<file path="config.mk">
export PLATFORM = sky130hd
export DESIGN_NAME = msdspi_slave
export DESIGN_NICKNAME = d
export VERILOG_FILES = /design/src/rtl/msdspi_pkg.sv /design/src/rtl/msdspi_slave.sv
export SDC_FILE = /design/constraint.sdc
export NUM_CORES = 1
export LEC_CHECK = 0
export ABC_AREA = 1
export BUFFER_PORTS_ARGS = -buffer_cell sky130_fd_sc_hd__buf_2
export CAP_MARGIN = 20
export CORE_ASPECT_RATIO = 1.75
export CORE_UTILIZATION = 50
export CTS_CLUSTER_DIAMETER = 120
export DETAILED_ROUTE_END_ITERATION = 12
export PLACE_DENSITY_LB_ADDON = 0.3
export SKIP_CTS_REPAIR_TIMING = 1
export SLEW_MARGIN = 10
export SYNTH_ARGS = -nofsm -noshare
export SYNTH_HDL_FRONTEND = slang
export SYNTH_SLANG_ARGS = --single-unit
</file>
<file path="constraint.sdc">
create_clock -name core_clk -period 4.21 [get_ports core_clk]
set_input_delay 0.421 -clock core_clk [delete_from_list [all_inputs] [get_ports core_clk]]
set_output_delay 0.421 -clock core_clk [all_outputs]
set_load 0.01 [all_outputs]
</file>
<file path="src/rtl/msdspi_pkg.sv">
// constants for the motor driver serial slave port
package msdspi_pkg;

  // ***************************************************
  // command and address
  // ***************************************************
  localparam logic [2:0] MSDSPI_CMD_READ = 3'h0;
  localparam logic [2:0] MSDSPI_CMD_WRITE = 3'h4;
  localparam int MSDSPI_CMD_HI = 7;
  localparam int MSDSPI_CMD_LO = 5;
  localparam int MSDSPI_ADDR_HI = 4;
  localparam int MSDSPI_ADDR_LO = 0;

  // ***************************************************
  // register map
  // ***************************************************
  localparam logic [4:0] MSDSPI_ADDR_STEP_CURRENT_CONFIG = 5'h01;
  localparam logic [4:0] MSDSPI_ADDR_DRIVE_CONTROL_CONFIG = 5'h02;
  localparam logic [4:0] MSDSPI_ADDR_POWER_FEEDBACK_CONFIG = 5'h03;
  localparam logic [4:0] MSDSPI_ADDR_STATUS0 = 5'h04;
  localparam logic [4:0] MSDSPI_ADDR_STATUS3 = 5'h07;
  localparam int MSDSPI_NUM_CTRL = 3;
  localparam int MSDSPI_NUM_STAT = 4;
  localparam int MSDSPI_STAT_BITS = 7;
  localparam logic [7:0] MSDSPI_CTRL_RESET = 8'h00;
  localparam logic [6:0] MSDSPI_STAT_RESET = 7'h00;
  localparam logic [7:0] MSDSPI_PFC_WMASK = 8'hF0;

  // ***************************************************
  // field positions
  // ***************************************************
  localparam int MSDSPI_STEP_RES_HI = 7;
  localparam int MSDSPI_STEP_RES_LO = 5;
  localparam int MSDSPI_CUR_HI = 4;
  localparam int MSDSPI_CUR_LO = 0;
  localparam int MSDSPI_ROT_SENSE = 7;
  localparam int MSDSPI_STEP_EDGE_POL = 6;
  localparam int MSDSPI_PWM_RATE = 5;
  localparam int MSDSPI_PWM_JITTER = 4;
  localparam int MSDSPI_SLOPE_HI = 1;
  localparam int MSDSPI_SLOPE_LO = 0;
  localparam int MSDSPI_DRV_EN = 7;
  localparam int MSDSPI_LOW_PWR = 6;
  localparam int MSDSPI_BEMF_DIV = 5;
  localparam int MSDSPI_BEMF_TRANSP = 4;

  // ***************************************************
  // transfer counts
  // ***************************************************
  localparam logic [2:0] MSDSPI_BYTE_LAST_BIT = 3'h7;
  localparam logic [4:0] MSDSPI_WRITE_BITS = 5'h10;
  localparam logic [4:0] MSDSPI_CMD_BITS = 5'h08;
  localparam logic [4:0] MSDSPI_BITS_MAX = 5'h1F;

endpackage

</file>
<file path="src/rtl/msdspi_slave.sv">
// serial slave port of a stepper motor driver: command decode, registers, status
`timescale 1ns/1ns

// How it works
// - read command byte loads addressed register into shifter at eighth falling edge
// - next byte shifts that value out; incoming byte is next command
// - status bytes carry seven bits plus odd-count parity in bit seven
// - control registers read the same way, no parity bit
// - successive reads accepted with chip select held low
// - status contents cleared once read out
// - status and fault output update only while chip select high
// - write data stored into control register on chip select rising
// - after packets of whole bytes, every byte shifts out register at most recently received address
// - write exactly sixteen bits from its command byte to deselect, otherwise discarded whole
// - writes to read-only addresses change nothing
// - first byte after reset comes from an unknown address
// - during write data byte, old register content shifts out
// - read after write returns old value once, new value next
// - three eight-bit control registers, reset to zero
// - first byte: three-bit command then five-bit address; 000 read, 100 write
// - clock idles low, drive on falling edge, sample on rising
// - bytes travel most significant bit first
// - open-drain fault output low while any status flag set
module msdspi_slave (
  // clock and reset
  input wire logic core_clk,
  input wire logic rst,
  // serial link pins
  input wire logic link_clk,
  input wire logic chip_select_n,
  input wire logic serial_in_pin,
  output logic serial_out_o,
  output logic serial_out_oe,
  // fault pin, open drain
  output logic fault_n_o,
  output logic fault_n_oe,
  // raw detector flags, one group per status register
  input wire logic [6:0] status_src0,
  input wire logic [6:0] status_src1,
  input wire logic [6:0] status_src2,
  input wire logic [6:0] status_src3,
  // control fields
  output logic [2:0] step_resolution,
  output logic [4:0] coil_current_level,
  output logic rotation_sense,
  output logic step_edge_polarity,
  output logic pwm_rate_select,
  output logic pwm_jitter_enable,
  output logic [1:0] slope_setting,
  output logic driver_enable,
  output logic low_power_request,
  output logic backemf_divider_select,
  output logic backemf_transparency
);

  // ***************************************************
  // state
  // ***************************************************
  typedef struct packed {
    logic sclk_s1;
    logic sclk_s2;
    logic sclk_p;
    logic cs_s1;
    logic cs_s2;
    logic cs_p;
    logic di_s1;
    logic di_s2;
    logic [3:0][6:0] src_s1;
    logic [3:0][6:0] src_s2;
    logic [7:0] rx;
    logic [2:0] bit_cnt;
    logic byte_rdy;
    logic [7:0] tx;
    logic [4:0] addr;
    logic expect_data;
    logic wr_act;
    logic [4:0] wr_addr;
    logic [7:0] wr_data;
    logic [4:0] wr_bits;
    logic [2:0][7:0] ctrl;
    logic [3:0][6:0] stat;
    logic [3:0] clr;
    logic fault;
    logic oe;
  } msdspi_state_t;

  msdspi_state_t s_q;
  msdspi_state_t s_d;

  // ***************************************************
  // helpers
  // ***************************************************
  function automatic logic is_ctrl(input logic [4:0] a);
    is_ctrl = (a >= msdspi_pkg::MSDSPI_ADDR_STEP_CURRENT_CONFIG) &&
              (a <= msdspi_pkg::MSDSPI_ADDR_POWER_FEEDBACK_CONFIG);
  endfunction

  function automatic logic is_stat(input logic [4:0] a);
    is_stat = (a >= msdspi_pkg::MSDSPI_ADDR_STATUS0) &&
              (a <= msdspi_pkg::MSDSPI_ADDR_STATUS3);
  endfunction

  // bank index of a control address
  function automatic logic [1:0] ctrl_index(input logic [4:0] a);
    logic [4:0] diff;
    diff = a - msdspi_pkg::MSDSPI_ADDR_STEP_CURRENT_CONFIG;
    ctrl_index = diff[1:0];
  endfunction

  // bank index of a status address
  function automatic logic [1:0] stat_index(input logic [4:0] a);
    logic [4:0] diff;
    diff = a - msdspi_pkg::MSDSPI_ADDR_STATUS0;
    stat_index = diff[1:0];
  endfunction

  // command field of a first byte
  function automatic logic [2:0] cmd_field(input logic [7:0] b);
    cmd_field = b[msdspi_pkg::MSDSPI_CMD_HI:msdspi_pkg::MSDSPI_CMD_LO];
  endfunction

  // one when an odd number of bits are set
  function automatic logic odd_parity(input logic [6:0] v);
    odd_parity = ^v;
  endfunction

  // register contents as seen by the shifter
  function automatic logic [7:0] reg_value(input msdspi_state_t s, input logic [4:0] a);
    reg_value = 8'h00;
    if (is_ctrl(a)) begin
      reg_value = s.ctrl[ctrl_index(a)];
    end else if (is_stat(a)) begin
      reg_value = {odd_parity(s.stat[stat_index(a)]), s.stat[stat_index(a)]};
    end
  endfunction

  // ***************************************************
  // next state
  // ***************************************************
  always_comb begin
    logic rise;
    logic fall;
    logic cs_high;
    logic cs_rise;
    logic [7:0] rx_byte;
    logic [4:0] a;
    logic [6:0] st;
    logic any_fault;
    rise = 1'b0;
    fall = 1'b0;
    cs_high = 1'b0;
    cs_rise = 1'b0;
    rx_byte = 8'h00;
    a = 5'h00;
    st = 7'h00;
    any_fault = 1'b0;
    s_d = s_q;

    // pin synchronisers
    s_d.sclk_s1 = link_clk;
    s_d.sclk_s2 = s_q.sclk_s1;
    s_d.sclk_p = s_q.sclk_s2;
    s_d.cs_s1 = chip_select_n;
    s_d.cs_s2 = s_q.cs_s1;
    s_d.cs_p = s_q.cs_s2;
    s_d.di_s1 = serial_in_pin;
    s_d.di_s2 = s_q.di_s1;
    s_d.src_s1 = {status_src3, status_src2, status_src1, status_src0};
    s_d.src_s2 = s_q.src_s1;

    rise = s_q.sclk_s2 && !s_q.sclk_p;
    fall = !s_q.sclk_s2 && s_q.sclk_p;
    cs_high = s_q.cs_s2;
    cs_rise = s_q.cs_s2 && !s_q.cs_p;
    s_d.oe = !s_q.cs_s2;

    if (!cs_high) begin
      if (rise) begin
        s_d.rx = {s_q.rx[6:0], s_q.di_s2};
        s_d.bit_cnt = s_q.bit_cnt + 3'h1;
        s_d.byte_rdy = (s_q.bit_cnt == msdspi_pkg::MSDSPI_BYTE_LAST_BIT);
        if (s_q.wr_act && s_q.wr_bits != msdspi_pkg::MSDSPI_BITS_MAX) begin
          s_d.wr_bits = s_q.wr_bits + 5'h01;
        end
      end else if (fall) begin
        if (s_q.byte_rdy) begin
          s_d.byte_rdy = 1'b0;
          rx_byte = s_q.rx;
          if (s_q.expect_data) begin
            s_d.expect_data = 1'b0;
            s_d.wr_data = rx_byte;
            // shifter reloads from last address, old content
            s_d.tx = reg_value(s_q, s_q.addr);
          end else begin
            a = rx_byte[msdspi_pkg::MSDSPI_ADDR_HI:msdspi_pkg::MSDSPI_ADDR_LO];
            s_d.addr = a;
            s_d.tx = reg_value(s_q, a);
            if (cmd_field(rx_byte) == msdspi_pkg::MSDSPI_CMD_READ) begin
              if (is_stat(a)) begin
                s_d.clr[stat_index(a)] = 1'b1;
              end
            end else if (cmd_field(rx_byte) == msdspi_pkg::MSDSPI_CMD_WRITE) begin
              s_d.expect_data = 1'b1;
              s_d.wr_act = 1'b1;
              s_d.wr_addr = a;
              s_d.wr_bits = msdspi_pkg::MSDSPI_CMD_BITS;
            end
          end
        end else begin
          s_d.tx = {s_q.tx[6:0], 1'b0};
        end
      end
    end else begin
      s_d.bit_cnt = 3'h0;
      s_d.byte_rdy = 1'b0;
      s_d.expect_data = 1'b0;
      s_d.wr_act = 1'b0;
      s_d.wr_bits = 5'h00;
    end

    if (cs_rise && s_q.wr_act && s_q.wr_bits == msdspi_pkg::MSDSPI_WRITE_BITS &&
        is_ctrl(s_q.wr_addr)) begin
      if (s_q.wr_addr == msdspi_pkg::MSDSPI_ADDR_POWER_FEEDBACK_CONFIG) begin
        s_d.ctrl[ctrl_index(s_q.wr_addr)] = s_q.wr_data & msdspi_pkg::MSDSPI_PFC_WMASK;
      end else begin
        s_d.ctrl[ctrl_index(s_q.wr_addr)] = s_q.wr_data;
      end
    end

    // status and fault frozen while selected
    if (cs_high) begin
      for (int i = 0; i < msdspi_pkg::MSDSPI_NUM_STAT; i++) begin
        // clear after read, new events win
        st = (s_q.clr[i] ? msdspi_pkg::MSDSPI_STAT_RESET : s_q.stat[i]) | s_q.src_s2[i];
        s_d.stat[i] = st;
        any_fault = any_fault | (|st);
      end
      s_d.clr = 4'h0;
      s_d.fault = any_fault;
    end
  end

  // ***************************************************
  // registers
  // ***************************************************
  always_ff @(posedge core_clk) begin
    if (rst) begin
      // controls zero, address unknown to master
      s_q <= '0;
      s_q.sclk_s1 <= 1'b0;
      s_q.cs_s1 <= 1'b1;
      s_q.cs_s2 <= 1'b1;
      s_q.cs_p <= 1'b1;
    end else begin
      s_q <= s_d;
    end
  end

  // ***************************************************
  // outputs
  // ***************************************************
  assign serial_out_o = s_q.tx[7];
  assign serial_out_oe = s_q.oe;
  assign fault_n_o = 1'b0;
  assign fault_n_oe = s_q.fault;

  // step and current register
  assign step_resolution =
    s_q.ctrl[0][msdspi_pkg::MSDSPI_STEP_RES_HI:msdspi_pkg::MSDSPI_STEP_RES_LO];
  assign coil_current_level = s_q.ctrl[0][msdspi_pkg::MSDSPI_CUR_HI:msdspi_pkg::MSDSPI_CUR_LO];

  // drive control register
  assign rotation_sense = s_q.ctrl[1][msdspi_pkg::MSDSPI_ROT_SENSE];
  assign step_edge_polarity = s_q.ctrl[1][msdspi_pkg::MSDSPI_STEP_EDGE_POL];
  assign pwm_rate_select = s_q.ctrl[1][msdspi_pkg::MSDSPI_PWM_RATE];
  assign pwm_jitter_enable = s_q.ctrl[1][msdspi_pkg::MSDSPI_PWM_JITTER];
  assign slope_setting = s_q.ctrl[1][msdspi_pkg::MSDSPI_SLOPE_HI:msdspi_pkg::MSDSPI_SLOPE_LO];

  // power and feedback register
  assign driver_enable = s_q.ctrl[2][msdspi_pkg::MSDSPI_DRV_EN];
  assign low_power_request = s_q.ctrl[2][msdspi_pkg::MSDSPI_LOW_PWR];
  assign backemf_divider_select = s_q.ctrl[2][msdspi_pkg::MSDSPI_BEMF_DIV];
  assign backemf_transparency = s_q.ctrl[2][msdspi_pkg::MSDSPI_BEMF_TRANSP];

endmodule

</file>
# == Yosys cells after proc, flatten, opt, wreduce, memory -nomap -nowiden ==
# Index checks and enable logic that the tools add are counted.
# totals
ff_bits,167
latch_bits,0
mem_bits_rw,0
romBits,0
output_inout_bits,22
elab_cells,157
mem_count,0
# op_classes
add_sub_neg,7
n_mul,0
div,0
magnitude_cmp,17
n_eq_ne,8
shifts,0
mux,39
n_bitwise,12
reduce_logical,38
# op_table
operator,count
$mux W8,10
$mux W7,8
$bwmux W24,2
$mux W34,1
$bmux W8 S2,2
$mux W5,6
$bmux W7 S2,2
$or A7 B7 Y7,4
$reduce_or A7 Y1,4
$mux W25,1
$mux W24,1
$reduce_and A6 Y1,3
$demux W8 S2,1
$ge A5 B1 Y1 const B,3
$le A5 B2 Y1 const B,3
$lt A2 B3 Y1 const B,5
$logic_and A1 B1 Y1,14
$reduce_xor A7 Y1,2
$ge A5 B3 Y1 const B,2
$le A5 B3 Y1 const B,2
$reduce_and A5 Y1,2
$sub A2 B1 Y2 const B,5
$reduce_and A7 Y1,1
$eq A3 B3 Y1 const B,2
other kinds (20),35

# == Logic depth before layout (Yosys ltp) ==
# depth
depth_word,10
mapped_depth,18
mapped_depth_nobuf,17

# == Least setup slack after synthesis ==
# No wires, ideal clock.
# synth_timing
path_type,register -> register
startpoint,register s_q[79] (netlist bit)
endpoint,register s_q[88] (netlist bit)
setup_time_ns,0.123
arrival_ns,1.797
setup_slack_ns,2.290
stages_incl_launch_ff,12
synth_period_minus_slack_ns,1.920
cell_sequence,dfxtp_1 buf_2 inv_2 buf_4 ha_1 clkinv_1 nand2_1 nor2_1 o221ai_1 o21ai_0 a22oi_1 a21oi_1
# synth_between
elab_chain_len,7
# synth_lines
item,line,text
start: declaration,msdspi_slave.sv:87,msdspi_state_t s_q;
$sub A2 B1 Y2,msdspi_slave.sv:113,diff = a - msdspi_pkg::MSDSPI_ADDR_STATUS0;
$bmux W7 S2,msdspi_slave.sv:133,"reg_value = {odd_parity(s.stat[stat_index(a)]), s.stat[stat_index(a)]};"
$mux W7 (implied by the code),msdspi_slave.sv:133,
$mux W8,msdspi_slave.sv:132,end else if (is_stat(a)) begin
$mux W8 *,msdspi_slave.sv:130,if (is_ctrl(a)) begin
$mux W8 *,msdspi_slave.sv:189,if (s_q.expect_data) begin
$mux W8 *,msdspi_slave.sv:186,if (s_q.byte_rdy) begin
# Every way passes the cells marked *; elsewhere a longest branch is shown, timed or not. The select of a mux whose other input is x is not followed.
# A chain may end at the register's enable or synchronous reset.

# == Worst setup path after layout ==
# Same ends and word-level chain as after synthesis.

==> results.md <==
* Synth top area cells: dfxtp_1 (44%), nand2_1 (11%), inv_1 (7.0%)
* Starting Density at 0.518
* Max Root-Sink Buffers at 2
* Async S/R FF share, synth at 0
* WP data arrival at 2.97 ns
* I/O pins at 55
* Total chip power at between 3 and 4 mW
* Sequential element share of the synthesized area at 0.445
* Area Overhead vs Synth at 10.6%
* Slowest stage cell on the critical path: dfxtp_1
* Library cells used by synthesis at 40
* ANT nets after route at 0
* Worst-path clk slew at 0.07 ns
* Static leakage at 3.73 nW
* Status: finished, final reports clean
* GPL Wtd Cong at 0.947
* Slew headroom at 0.432
* Area leader, netlist: dfxtp_1
* Port Buffers at 53
* Setup violators final at 0
* H-tree lvl count at 4
* Cell Count, Final, Fillers Out at 1256
* Synth top area share at 0.445
* Hold Crit Class: primary input to register
* Initial antenna violation count at 0
* Fillers at 1448
* Final hold viol count at 0
* Fin nets at between 1000 and 1500
* Die Wd at 94.7 um
* Initial DRC Count at 362
* Yosys reg bits at 167
* Die Ht at 164 um
* Final WL at 19400 um
* GRT Overall Usage at 0.267
* Vias in the first global route at 6354
* Slew @ Worst Pin at ~0.85 ns
* Mapped Avg Cell Area at 7.22 um^2
* Vias post-DR at 6654
* Pwr/cell area at 411 mW/mm^2
* Worst Path Required at 4.50 ns
* Dpl cells at 1226
* Fin crit period at around 2.7 ns
* Simple-Gate Fraction of Synth Area at 0.239
* Multi-input logic area at 0.00328 mm^2
* Commonest cells after routing, fill and taps aside: nand2_1 (226), dfxtp_1 (167), inv_1 (141), nor2_1 (109), a21oi_1 (91)
* RSZ-0062 raised after global routing: no
* Critical Path Start Type: register
* Buf/Inv on CP at 2
* CTS Buf Count at 17
* Largest family of logic cells by synthesized area: simple AND/OR/NAND/NOR gates
* CTS tree: yes
* Max-cap viol count at 0
* Most common cell after layout, fill and taps aside: nand2_1
* Setup crit end kind: register
* Post-DP HPWL at 14500 um
* VDD IR-drop max at ~0.36 mV
* Xor/xnor cell area share of the yosys netlist at 0.00117
* Syn_nets at 1088
* Fin. max-slew vios at 0
* Setup TNS Final at 0 ns
* Cell count after synthesis at roughly 1000
* Routed WL per cell at 15.4 um
* DRC Markers at 0
* Top delay family on crit path: flip-flops
* FMAX at 0.374 GHz
* Register area at 0.00334 mm^2
* Most used DFF post-synth: dfxtp_1
* Period utilization at 0.635
* First-pass detailed-route iteration total at 8
* CTS Root Cell: clkbuf_16
* Syn. warnings at 0
* Synth Area in Compound Gates at 0.172
* EDFF count, synth at 0
* Clock latency on the worst-skew pair at 0.42 ns
* Diodes inserted at 0
* Crit path cell chain: inv_2 > ha_1 > clkinv_1 > nand2_1 > nor2_1 > o221ai_1 > o21ai_0 > a22oi_1 > a21oi_1
* Die footprint at ~0.016 mm^2
* Layout cells sized above 1 at 0.110
* Core ar. at 0.0145 mm^2
* Adder-cell share of the synthesized area at 0.0233
* Largest net degree at the start of global routing at 65
* Via density at 5.30
* Post-Synthesis Cell Area at 0.00751 mm^2
* Grt ovf at 0
* Final Skew at ~0.011 ns
* Crit-path max cell delay at 0.70 ns
* First-pass GRT wire length at 31400 um
* Setup CP Type: register to register
* CP max FO at 17
* Final core utilization at 0.572
* Post-synthesis mux area share at 0
* Row count at 58
* Clock sink total at 167
## state kept, by name (all words and copies together), names as in the netlist, named ones only
signal	count
serial_out_o	1
coil_current_level	4
s_d	33
slope_setting	2
fault_n_oe	1
s_q	113
serial_out_oe	1
## layout make-up
type,count,share of cell area
repair buffers,57,0.0355
clock buffers,18,0.0529
multi-input cells,669,0.395
clock inverters,12,0.0173
flip-flops and latches,167,0.402
inverters,153,0.0700
well taps,180,0.0271
## power by group
part,internal (mW),switching [mW]
combinational,0.0724,0.128
sequential,1.63,0.0348
clock,0.896,0.657
## worst paths after layout
check | startpoint | to | slack (ns) | depth (start not counted)
min | chip_select_n | s_d[162] | 0.19 | 2
min reg2reg | s_d[110] | s_q[110] | 0.39 | 2
max reg2reg | s_q[79] | s_q[88] | 1.54 | 9
max | s_q[79] | s_q[88] | 1.54 | 9
## cells in the mapped netlist, types with 2 or more instances
cell type	number
o211ai_2	2
o21ai_1	2
nand3_1	54
a21oi_1	91
o221ai_1	5
nand4_1	8
buf_1	2
o21a_1	4
nand2_1	226
buf_2	8
or2_2	2
nor3_1	6
nor4_1	3
nor3_2	3
ha_1	14
inv_1	141
a22oi_1	5
o21ai_0	77
nand3_2	6
dfxtp_1	167
clkbuf_1	20
clkinv_1	3
o21bai_1	12
nand2_2	6
o22ai_1	12
a211oi_1	13
a31oi_1	3
inv_2	7
buf_4	17
nor2_1	109
buf_6	4
## stage by stage
step	hold slack, ns	worst slack [ns]	instance area [um^2]
after CTS	0.179	1.56	8310
after floorplan	0.388	2.29	7510
final	0.189	1.54	8310
after global routing	0.191	1.24	8310
after global placement	0.390	1.63	7720
after detailed placement	0.392	1.60	7720
## worst reg2reg max path, cell delays in order (launching register included)
cell      delay, ns
dfxtp_1        0.70
inv_2          0.27
ha_1           0.39
clkinv_1       0.22
nand2_1        0.28
nor2_1         0.07
o221ai_1       0.20
o21ai_0        0.12
a22oi_1        0.19
a21oi_1        0.10
## kinds of logic (layout without fill, tap and decap cells)
kind of cell,Yosys count,after routing
AOI/OAI and AO/OA,228,228
xor gates and xnor gates,1,1
adders and majority gates,14,14
buffers and inverters,205,240
DFF,167,167
other,1,1
and+or+nand+nor,425,425
## routing by layer
| layer | wire (um) | part of all wire | global-route usage |
|---|---|---|---|
| met1 | 7170 | 0.37 | 0.266 |
| met2 | 9860 | 0.51 | 0.480 |
| met3 | 736 | 0.038 | 0.0389 |
| met4 | 1630 | 0.084 | 0.213 |
| met5 | 0 | 0 | 0 |
(Power assumes the default switching activity.)
